==> config.mk <==
export PLATFORM = sky130hd
export DESIGN_NAME = pig_top
export DESIGN_NICKNAME = d
export VERILOG_FILES = /design/src/design/pig_pkg.sv /design/src/design/pig_sync.sv /design/src/design/pig_quad.sv /design/src/design/pig_top.sv
export VERILOG_INCLUDE_DIRS = /design/src /design/src/design
export SDC_FILE = /design/constraint.sdc
export NUM_CORES = 1
export LEC_CHECK = 0
export ABC_AREA = 1
export BUFFER_PORTS_ARGS = -buffer_cell sky130_fd_sc_hd__buf_4
export CORE_MARGIN = 4
export CORE_UTILIZATION = 35
export CTS_BUF_LIST = sky130_fd_sc_hd__clkbuf_4 sky130_fd_sc_hd__clkbuf_8
export CTS_CLUSTER_DIAMETER = 50
export DETAILED_ROUTE_END_ITERATION = 8
export SYNTH_ARGS = -nofsm -noshare
export SYNTH_HDL_FRONTEND = slang
export SYNTH_SLANG_ARGS = --single-unit
==> constraint.sdc <==
create_clock -name clk_in -period 2.6 [get_ports clk_in]
set_input_delay 0.26 -clock clk_in [delete_from_list [all_inputs] [get_ports clk_in]]
set_output_delay 0.26 -clock clk_in [all_outputs]
set_load 0.005 [all_outputs]
==> src/design/pig_consts.svh <==
// register indices, field positions, reset value and timing figures
`ifndef PIG_CONSTS_SVH
`define PIG_CONSTS_SVH

`define PIG_ADDR_W          8
`define PIG_IDX_LSB         2
`define PIG_IDX_MSB         4
`define PIG_IDX_CNT_LO      3'h0
`define PIG_IDX_CNT_HI      3'h1
`define PIG_IDX_MASK        3'h2
`define PIG_IDX_LIVE        3'h3
`define PIG_IDX_PRE_LO      3'h4
`define PIG_IDX_PRE_HI      3'h5
`define PIG_IDX_CFG         3'h6
`define PIG_IDX_EVT         3'h7

`define PIG_CFG_POL_LATCH   12
`define PIG_CFG_POL_HALT    13
`define PIG_CFG_POL_CLEAR   14

`define PIG_EXT_LATCH       0
`define PIG_EXT_HALT        1
`define PIG_EXT_CLEAR       2

`define PIG_RESET_WORD      16'h0000

`define PIG_CLK_PERIOD_NS   50
`define PIG_SHARED_RACK_CLOCK_TIMEOUT_NS 10000
`define PIG_DIR_HOLD_NS     1000000

`endif

==> src/design/pig_pkg.sv <==
// shared types of the pulse input status and access guard
package pig_pkg;

   typedef logic [15:0] pig_word_t;

   typedef struct packed {
      logic [1:0]  ab;
      logic        step;
      logic        up;
      logic        fwd;
      logic        rev;
      logic [23:0] hold;
   } pig_quad_st_t;

   typedef struct packed {
      logic [23:0] count;
      logic [2:0]  mask;
      pig_word_t   pre_lo;
      pig_word_t   pre_hi;
      pig_word_t   cfg;
      logic [2:0]  evt;
      logic [2:0]  ext_prev;
      logic        shared_rack_clock_prev;
      logic        shared_rack_clock_seen;
      logic [15:0] shared_rack_clock_cnt;
      pig_word_t   rdata;
      logic        berr;
   } pig_top_st_t;

endpackage : pig_pkg

==> src/design/pig_sync.sv <==
// two-flop synchroniser for a group of input pins
`timescale 1ns/1ps
module pig_sync #(
   parameter int unsigned WIDTH = 6
) (
   input  wire logic             clk_in,
   input  wire logic             reset_n_in,
   input  wire logic [WIDTH-1:0] d_in,
   output logic      [WIDTH-1:0] q_out
);
   typedef struct packed {
      logic [WIDTH-1:0] meta;
      logic [WIDTH-1:0] stable;
   } pig_sync_st_t;

   pig_sync_st_t st_q;
   pig_sync_st_t st_d;

   if (WIDTH < 1) $error("pig_sync: WIDTH must be at least 1");

   always_comb
   begin
      st_d        = st_q;
      st_d.meta   = d_in;
      st_d.stable = st_q.meta;
   end

   always_ff @(posedge clk_in or negedge reset_n_in)
   begin
      if (!reset_n_in)
         st_q <= '0;
      else
         st_q <= st_d;
   end

   assign q_out = st_q.stable;
endmodule : pig_sync

==> src/design/pig_quad.sv <==
// quadrature step decoder with held direction indicators
`timescale 1ns/1ps
module pig_quad #(
   parameter int unsigned HOLD_CYC = 20000
) (
   input  wire logic clk_in,
   input  wire logic reset_n_in,
   input  wire logic a_in,
   input  wire logic b_in,
   output logic      step_out,
   output logic      up_out,
   output logic      fwd_out,
   output logic      rev_out
);
   localparam logic [23:0] HOLD24 = 24'(HOLD_CYC);

   pig_pkg::pig_quad_st_t st_q;
   pig_pkg::pig_quad_st_t st_d;

   if (HOLD_CYC < 1 || HOLD_CYC > 16777215) $error("pig_quad: HOLD_CYC out of range");

   always_comb
   begin
      st_d      = st_q;
      st_d.ab   = {a_in, b_in};
      st_d.step = 1'b0;
      st_d.up   = 1'b0;
      // exactly one phase moved; a jump of both is noise and is dropped
      if (^(st_q.ab ^ {a_in, b_in}))
      begin
         st_d.step = 1'b1;
         st_d.up   = a_in ^ st_q.ab[0];  // swapping a and b flips this
      end
      if (st_d.step)
      begin
         st_d.fwd  = st_d.up;
         st_d.rev  = !st_d.up;
         st_d.hold = HOLD24;
      end
      else if (st_q.hold != 24'h00_0000)
         st_d.hold = st_q.hold - 24'h00_0001;
      else
      begin
         st_d.fwd = 1'b0;
         st_d.rev = 1'b0;
      end
   end

   always_ff @(posedge clk_in or negedge reset_n_in)
   begin
      if (!reset_n_in)
         st_q <= '0;
      else
         st_q <= st_d;
   end

   assign step_out = st_q.step;
   assign up_out   = st_q.up;
   assign fwd_out  = st_q.fwd;
   assign rev_out  = st_q.rev;
endmodule : pig_quad

==> src/design/pig_top.sv <==
// pulse input status indicators, event flags and guarded register access
`timescale 1ns/1ps
`include "pig_consts.svh"
module pig_top #(
   parameter int unsigned DIR_HOLD_NS = `PIG_DIR_HOLD_NS
) (
   input  wire logic                   clk_in,
   input  wire logic                   reset_n_in,
   input  wire logic [`PIG_ADDR_W-1:0] addr_in,
   input  wire logic [15:0]            wdata_in,
   input  wire logic                   wr_in,
   input  wire logic                   rd_in,
   output logic      [15:0]            rdata_out,
   output logic                        bus_error_out,
   input  wire logic                   phase_a_in,
   input  wire logic                   phase_b_in,
   input  wire logic                   latch_in,
   input  wire logic                   halt_in,
   input  wire logic                   clear_in,
   input  wire logic                   shared_rack_clock_in,
   output logic                        fwd_led_out,
   output logic                        rev_led_out,
   output logic                        latch_led_out,
   output logic                        halt_led_out,
   output logic                        clear_led_out,
   output logic                        shared_clk_led_out,
   output logic                        irq_out
);
   localparam int unsigned DIR_HOLD_CYC = DIR_HOLD_NS / `PIG_CLK_PERIOD_NS;
   localparam int unsigned SHARED_RACK_CLOCK_CYC     = `PIG_SHARED_RACK_CLOCK_TIMEOUT_NS / `PIG_CLK_PERIOD_NS;
   localparam logic [15:0] SHARED_RACK_CLOCK_CYC16   = 16'(SHARED_RACK_CLOCK_CYC);

   if (DIR_HOLD_CYC < 1) $error("pig_top: DIR_HOLD_NS shorter than one clock");
   if (SHARED_RACK_CLOCK_CYC < 2 || SHARED_RACK_CLOCK_CYC > 65535) $error("pig_top: shared clock window out of range");

   pig_pkg::pig_top_st_t st_q;
   pig_pkg::pig_top_st_t st_d;

   logic [5:0] sync_lvl;
   logic [2:0] ext_lvl;
   logic [2:0] ext_pol;
   logic [2:0] ext_fire;
   logic       shared_rack_clock_lvl;
   logic       shared_rack_clock_edge;
   logic       halt_act;
   logic       q_step;
   logic       q_up;
   logic       q_fwd;
   logic       q_rev;
   logic       mapped;
   logic [2:0] idx;
   logic [2:0] evt_set;

   // all pins pass the same two-flop path; nothing reads the first flop
   pig_sync #(
      .WIDTH (6)
   ) u_sync (
      .clk_in     (clk_in),
      .reset_n_in (reset_n_in),
      .d_in       ({shared_rack_clock_in, clear_in, halt_in, latch_in,
                    phase_b_in, phase_a_in}),
      .q_out      (sync_lvl)
   );

   pig_quad #(
      .HOLD_CYC (DIR_HOLD_CYC)
   ) u_quad (
      .clk_in     (clk_in),
      .reset_n_in (reset_n_in),
      .a_in       (sync_lvl[0]),
      .b_in       (sync_lvl[1]),
      .step_out   (q_step),
      .up_out     (q_up),
      .fwd_out    (q_fwd),
      .rev_out    (q_rev)
   );

   assign ext_lvl  = sync_lvl[4:2];
   assign shared_rack_clock_lvl = sync_lvl[5];

   // polarity 0: rising edge / high level active; 1: falling edge / low level
   assign ext_pol  = st_q.cfg[`PIG_CFG_POL_CLEAR:`PIG_CFG_POL_LATCH];
   assign ext_fire = (ext_lvl ^ ext_pol) & ~(st_q.ext_prev ^ ext_pol);
   assign halt_act = ext_lvl[`PIG_EXT_HALT] ^ ext_pol[`PIG_EXT_HALT];

   assign shared_rack_clock_edge = shared_rack_clock_lvl != st_q.shared_rack_clock_prev;

   // byte address, word aligned; anything past word 7 is not ours
   assign idx    = addr_in[`PIG_IDX_MSB:`PIG_IDX_LSB];
   assign mapped = (addr_in[1:0] == 2'h0)
                && (addr_in[`PIG_ADDR_W-1:`PIG_IDX_MSB+1] == '0);

   // flags only latch while none are pending
   assign evt_set = (st_q.evt == 3'h0) ? ext_fire : 3'h0;

   function automatic pig_pkg::pig_word_t read_mux(
      input pig_pkg::pig_top_st_t s,
      input logic [2:0]           i,
      input logic [2:0]           lvl,
      input logic                 fwd,
      input logic                 rev
   );
      pig_pkg::pig_word_t w;
      w = `PIG_RESET_WORD;
      case (i)
         `PIG_IDX_CNT_LO : w = s.count[15:0];
         `PIG_IDX_CNT_HI : w = {8'h00, s.count[23:16]};
         `PIG_IDX_MASK   : w = {13'h0000, s.mask};
         `PIG_IDX_LIVE   : w = {10'h000, s.shared_rack_clock_seen, rev, fwd, lvl};
         `PIG_IDX_PRE_LO : w = s.pre_lo;
         `PIG_IDX_PRE_HI : w = s.pre_hi;
         `PIG_IDX_CFG    : w = s.cfg;
         default         : w = {13'h0000, s.evt};
      endcase
      return w;
   endfunction : read_mux

   always_comb
   begin
      st_d           = st_q;
      st_d.rdata     = `PIG_RESET_WORD;
      st_d.berr      = 1'b0;
      st_d.ext_prev  = ext_lvl;
      st_d.shared_rack_clock_prev = shared_rack_clock_lvl;

      // presence = an edge seen within the window; a stuck level reads as absent
      if (shared_rack_clock_edge)
      begin
         st_d.shared_rack_clock_seen = 1'b1;
         st_d.shared_rack_clock_cnt  = SHARED_RACK_CLOCK_CYC16;
      end
      else if (st_q.shared_rack_clock_cnt != 16'h0000)
         st_d.shared_rack_clock_cnt = st_q.shared_rack_clock_cnt - 16'h0001;
      else
         st_d.shared_rack_clock_seen = 1'b0;

      // position count: clear beats a step, halt freezes stepping
      if (ext_fire[`PIG_EXT_CLEAR])
         st_d.count = 24'h00_0000;
      else if (q_step && !halt_act)
         st_d.count = q_up ? st_q.count + 24'h00_0001 : st_q.count - 24'h00_0001;

      st_d.evt = st_q.evt | evt_set;

      if (wr_in)
      begin
         if (!mapped)
            st_d.berr = 1'b1;
         else
         begin
            case (idx)
               `PIG_IDX_MASK   : st_d.mask   = wdata_in[2:0];
               `PIG_IDX_PRE_LO : st_d.pre_lo = wdata_in;
               `PIG_IDX_PRE_HI : st_d.pre_hi = wdata_in;
               `PIG_IDX_CFG    : st_d.cfg    = wdata_in;
               // only flags already pending can be cleared, so a new set survives
               `PIG_IDX_EVT    : st_d.evt    = st_d.evt & ~(wdata_in[2:0] & st_q.evt);
               // counter words and live status take no data
               default         : st_d.berr   = 1'b1;
            endcase
         end
      end

      if (rd_in)
      begin
         if (!mapped)
            st_d.berr = 1'b1;
         else
         begin
            st_d.rdata = read_mux(st_q, idx, ext_lvl, q_fwd, q_rev);
            // read clears the flags it returned
            if (idx == `PIG_IDX_EVT)
               st_d.evt = st_d.evt & ~st_q.evt;
         end
      end
   end

   always_ff @(posedge clk_in or negedge reset_n_in)
   begin
      if (!reset_n_in)
         st_q <= '0;
      else
         st_q <= st_d;
   end

   assign rdata_out          = st_q.rdata;
   assign bus_error_out      = st_q.berr;
   assign fwd_led_out        = q_fwd;
   assign rev_led_out        = q_rev;
   assign latch_led_out      = ext_lvl[`PIG_EXT_LATCH];
   assign halt_led_out       = ext_lvl[`PIG_EXT_HALT];
   assign clear_led_out      = ext_lvl[`PIG_EXT_CLEAR];
   // the rack must supply the clock; the module cannot make it
   assign shared_clk_led_out = st_q.shared_rack_clock_seen;
   assign irq_out            = |(st_q.evt & st_q.mask);
endmodule : pig_top

### Word level (Yosys, flattened, before mapping)

Index checks and enable logic that the tools add are counted.

| operators by class | value |
|---|---|
| eq/ne operators | 10 |
| add/sub/neg operators | 4 |
| mux-type cells | 24 |
| reductions and logical operators | 20 |
| bitwise logic cells | 14 |

Operators with widths:

| kind | count |
|---|---|
| $pmux 16 s7 | 1 |
| $mux 24 | 4 |
| $sub 24x1->24 const B | 2 |
| $mux 17 | 2 |
| $mux 16 | 2 |
| $mux 26 | 1 |
| $add 24x1->24 const B | 1 |
| $reduce_bool 24->1 | 1 |
| $mux 3 | 7 |
| $reduce_bool 16->1 | 1 |
| $sub 16x1->16 const B | 1 |
| $and 3x3->3 | 5 |
| $eq 3x3->1 const B | 4 |
| $reduce_and 3->1 | 4 |
| $logic_not 3->1 | 3 |
| $not 3->3 | 3 |
| $eq 3x2->1 const B | 2 |
| $reduce_bool 2->1 | 3 |
| $xor 3x3->3 | 2 |
| $mux 1 | 5 |
| $reduce_or 5->1 | 1 |
| $mux 2 | 2 |
| $eq 3x1->1 const B | 1 |
| $or 3x3->3 | 1 |
| 10 further kinds | 13 |

| storage, ports and cells | value |
|---|---|
| register bits | 158 |
| input bits | 34 |
| logic and storage cells | 92 |
| output and inout port bits | 24 |

### Longest topological paths before layout

| logic depth | value |
|---|---|
| depth after elaboration | 13 |
| gate-level depth with buffers | 13 |
| depth with buffers taken out | 13 |

### Modules after synthesis

Synthesis repeated with hierarchy kept, for this count alone.

| unflattened totals | value |
|---|---|
| cell total of the unflattened synthesis | 1219 |
| area total of the unflattened synthesis | 9201.3 um2 |

By module, submodules not included:

| module | sequential area each (um2) | area an instance (um2) | cells each | instances |
|---|---|---|---|---|
| pig_top | 2902.8 | 7105.6 | 966 | 1 |
| pig_quad | 750.7 | 1795.5 | 241 | 1 |
| pig_sync | 300.3 | 300.3 | 12 | 1 |

### Least setup slack after synthesis

Ideal clock, no wire load.

| timing path | value |
|---|---|
| path kind | register to register |
| start point | reg u_quad.st_q, in the netlist u_quad.up_out |
| end point | reg st_q[108] in the netlist's numbering |
| cell stages (with the launch flop) | 11 |
| slack | 0.534 ns |
| arrival | 1.948 ns |
| path buffers | 0 |
| library setup time | 0.117 ns |
| clock period less this slack | 2.066 ns |
| required time | 2.483 ns |
| cells stage by stage | dfrtp_1 > inv_1 > ha_1 > nand2_1 > inv_1 > a21oi_1 > nor2_1 > nor2_1 > nand3b_1 > nand3_1 > nand2_1 |

| between the ends | value |
|---|---|
| cells in the longest elaborated chain, start to end | 3 |

RTL lines:

| item | RTL line | RTL |
|---|---|---|
| start, declared | pig_quad.sv:17 | `pig_pkg::pig_quad_st_t st_q;` |
| start signal, assigned | pig_quad.sv:54 | `st_q <= st_d;` |
| $mux 24 | pig_top.sv:141 | `st_d.count = q_up ? st_q.count + 24'h00_0001 : st_q.count - 24'h00_0001;` |
| $mux 24 | pig_top.sv:140 | `else if (q_step && !halt_act)` |
| $mux 24 | pig_top.sv:138 | `` if (ext_fire[`PIG_EXT_CLEAR]) `` |
| end signal, assigned | pig_top.sv:183 | `st_q <= st_d;` |
| end, declared | pig_top.sv:36 | `pig_pkg::pig_top_st_t st_q;` |

No other way between the ends. The select of a mux whose other input is x is not followed.
A chain may end at the register's enable or synchronous reset.

### Worst setup path in the final report

| timing path | value |
|---|---|
| start point | reg u_quad.st_q, in the netlist u_quad.up_out |
| end point | reg st_q[107] in the netlist's numbering |

The elaborated chain is that of the path after synthesis.

==> key figures <==
Logic synthesis
  – Number of synthesized register bits: 158
  – Ys flop type: dfrtp_1
  – Most frequent cells after synthesis: 357 x nand2_1, 166 x inv_1, 158 x dfrtp_1
  – Seq/Total Area, Yosys: 44.47%
  – Synth area leaders: dfrtp_1 44%, nand2_1 15%, inv_1 7.0%
  – Post-Syn Area: 8891 um^2
  – Syn_area_per_cell: 7.535 um^2
  – Post-synth top area cell: dfrtp_1
  – Syn Inst Count: 1180
  – Post-synth ARST share: 100.0%
  – Area fraction of the dominant cell type after synthesis: 44.47%
  – Syn nets: 1241
  – Most numerous cell in the Yosys netlist: nand2_1
  – Post-synth EDFFs: 0
  – Yosys warns: 0
  – Netlist cell types: 48

Finish
  – # fillers: 2673
  – Synth-to-layout area growth: 13.68%
  – Final core utilization: 40.25%
  – Final #Nets: 1309
  – Register Area: 3955 um^2
  – Layout cell share with drive strength beyond 1: 11.10%
  – # diodes: 0
  – Area of the multi-input gates: 4069 um^2

Drt
  – Routed Antenna Nets: 0
  – Total vias in the final route: 7620
  – DR pass1 iterations: 5
  – First-iteration detailed-routing DRC count: 547
  – WL per Instance: 14.03 um
  – Vias/cell: 4.789
  – Final WL: 22.33 mm
  – DR DRC count: 0

Global routing
  – Number of global-route vias before repair: 7617
  – Global routing usage on met2: 27.33%
  – Largest net degree at the start of global routing: 65
  – Antenna violations before repair: 0
  – Layer with the highest usage: met2
  – GRT Resource Usage Total: 16.59%
  – GRT met1 Usage: 22.92%
  – First-pass GRT wire length: 38.23 mm
  – GRT overflow: 0
  – Grt met3 use: 2.715%

Floorplanning
  – Die width: 167.4 um
  – I/O pin total: 58
  – Die H: 167.4 um
  – Core footprint: 25110 um^2
  – Initial Utilization: 35.41%
  – Die area: 28020 um^2
  – Row count: 58

STA
  – Final Skew: 0.01356 ns
  – Setup TNS: 0 ns
  – Final Hold Viols: 0
  – F_max: 430.8 MHz
  – Fin crit share: 89.29%
  – Rel. slew slack: 57.99%
  – Final slew viol count: 0
  – RSZ-0062 raised after global routing: no
  – Setup violations, final: 0
  – Minimum clock period: 2.321 ns
  – Tightest Pin Transition: 0.6294 ns

Worst setup path
  – CP peak stage delay: 0.43 ns
  – CP required: 2.94 ns
  – CP Cell Sequence: clkinvlp_4 -> buf_4 -> ha_1 -> nand2_1 -> nor2_1 -> nand3_1 -> nand2_1 -> nand3_1 -> nand2_1 -> nand2_1 -> nand3_1 -> nand2_1
  – RR Startpoint: u_quad.up_out$_DFF_PN0_
  – Startpoint Class: register
  – CP arrival: 2.66 ns
  – Crit-path most repeated cell: nand2_1
  – WS Path Type: reg -> reg
  – CP Max Fanout: 9
  – FF-to-FF setup slack: 0.28 ns
  – Depth of the most critical reg-to-reg path: 12
  – Crit path buf inv count: 2
  – Critical Path Sink Type: register
  – CP max-delay cell: dfrtp_2
  – Worst R2R End: st_q[107]$_DFFE_PN0P_
  – CP delay by family, top: simple AND/OR/NAND/NOR gates

Clocking
  – Num CTS Buffers: 17
  – # H-tree levels: 4
  – Clk_lat worst skew: 0.45 ns
  – Clock tree root driver cell: clkbuf_8
  – Clock transition at path regs: 0.09 ns
  – Clock Path Buffers: 2
  – CTS Sinks: 158
  – CTS tree: done

Placement
  – Port bufs: 57
  – DP HPWL: 17.11 mm
  – Gp weighted congestion: 0.9035

Worst hold path
  – Worst hold stages: 3
  – Worst hold path class: in -> reg
  – Hold EP: bus_error_out$_DFF_PN0_
  – Min-delay src: rd_in

Pwr
  – Total power: 8.430 mW
  – Power Density: 834.1 nW/um^2
  – Leakage power: 5.152 nW
  – Max VDD drop: 0.3906 mV

Flow run
  – Maxcap violations: 0

Status
  – Status: completed
[area by class of cell]
type / count / area share [%]
clock buffer: 19 / 2.587
clock inverter: 13 / 1.003
inverter: 171 / 6.437
multi-input combinational: 817 / 40.26
sequential: 158 / 39.13
tap: 330 / 4.085
timing repair buffer: 83 / 6.499
[cell usage in the layout, fill, tap and decap left out, types with 4 or more instances in the layout]
cell,n
a21oi_1,31
a221oi_1,4
a31oi_1,5
a41oi_1,5
buf_4,74
clkbuf_8,19
clkinv_2,4
dfrtp_1,157
dlygate4sd3_1,7
ha_1,26
inv_1,165
inv_6,7
nand2_1,357
nand3_1,58
nand3b_1,5
nand4_1,14
nor2_1,121
nor3_1,23
nor3_2,11
o21ai_0,81
o21ai_1,8
o22ai_1,9
or2_2,7
xnor2_1,7
xor2_1,19
[cells by family after synthesis]
family	count (synthesis)	share of synthesized area, %
fa+ha+maj	27	3.884
compound gates	155	9.752
xor+xnor	29	3.237
simple gates	606	28.89
buf+inv	205	9.766
flops	158	44.47
[through the flow]
step	hold slack (ns)	setup slack [ns]	instances	area (um^2)
floorplan	-0.03559	0.5344	1180	8891
global placement	0.3017	0.1656	1548	9639
detailed placement	0.2997	0.1169	1548	9639
CTS	0.04606	0.1088	1587	10070
global route	0.04563	0.05867	1591	10110
finish	0.07559	0.2785	1591	10110
[metal layers]
| metal | up-vias | wire length (um) |
|---|---|---|
| met4 | 0 | 279 |
| met1 | 3550 | 10540 |
| met5 | - | 0 |
| met3 | 23 | 949 |
| li1 | 3879 | - |
| met2 | 168 | 10560 |
[power by group]
| part | total [mW] | internal [mW] | switching, mW |
|---|---|---|---|
| clock | 1.71 | 0.733 | 0.978 |
| combinational | 3.64 | 1.24 | 2.40 |
| sequential | 3.08 | 2.76 | 0.318 |
[repair_timing]
item                                    4_1_cts  5_1_grt
hold buffers                                  7        0
setup buffers                                 0        4
gates resized for setup                       0        2
endpoints found under the hold margin        66        0
endpoints found under the setup margin        0       10
[worst max path at each step]
stage	start	to	slack (ns)	depth (start not counted)
finish	u_quad.up_out$_DFF_PN0_	st_q[107]$_DFFE_PN0P_	0.28	12
global route	u_quad.up_out$_DFF_PN0_	st_q[103]$_DFFE_PN0P_	0.06	12
CTS	u_quad.up_out$_DFF_PN0_	st_q[104]$_DFFE_PN0P_	0.11	11
detailed placement	u_quad.up_out$_DFF_PN0_	st_q[104]$_DFFE_PN0P_	0.12	11
global placement	u_quad.up_out$_DFF_PN0_	st_q[104]$_DFFE_PN0P_	0.17	11
floorplan	u_quad.up_out$_DFF_PN0_	st_q[108]$_DFFE_PN0P_	0.53	10
[flip-flops by register name (all words and copies together) (netlist names)]
| signal | cells |
|---|---|
| shared_clk_led_out | 1 |
| u_sync.q_out | 6 |
| u_sync.st_d | 6 |
| u_quad.step_out | 1 |
| bus_error_out | 1 |
| u_quad.up_out | 1 |
| u_quad.st_q | 26 |
| u_quad.fwd_out | 1 |
| u_quad.rev_out | 1 |
| rdata_out | 16 |
| st_q | 95 |
| ext_pol | 3 |
[worst register-to-register path: stages (launching register included)]
cell	delay, ns
dfrtp_2	0.43
clkinvlp_4	0.18
buf_4	0.22
ha_1	0.38
nand2_1	0.12
nor2_1	0.20
nand3_1	0.10
nand2_1	0.18
nand3_1	0.12
nand2_1	0.07
nand2_1	0.04
nand3_1	0.09
nand2_1	0.07
Power figures use the tool's default switching activity.
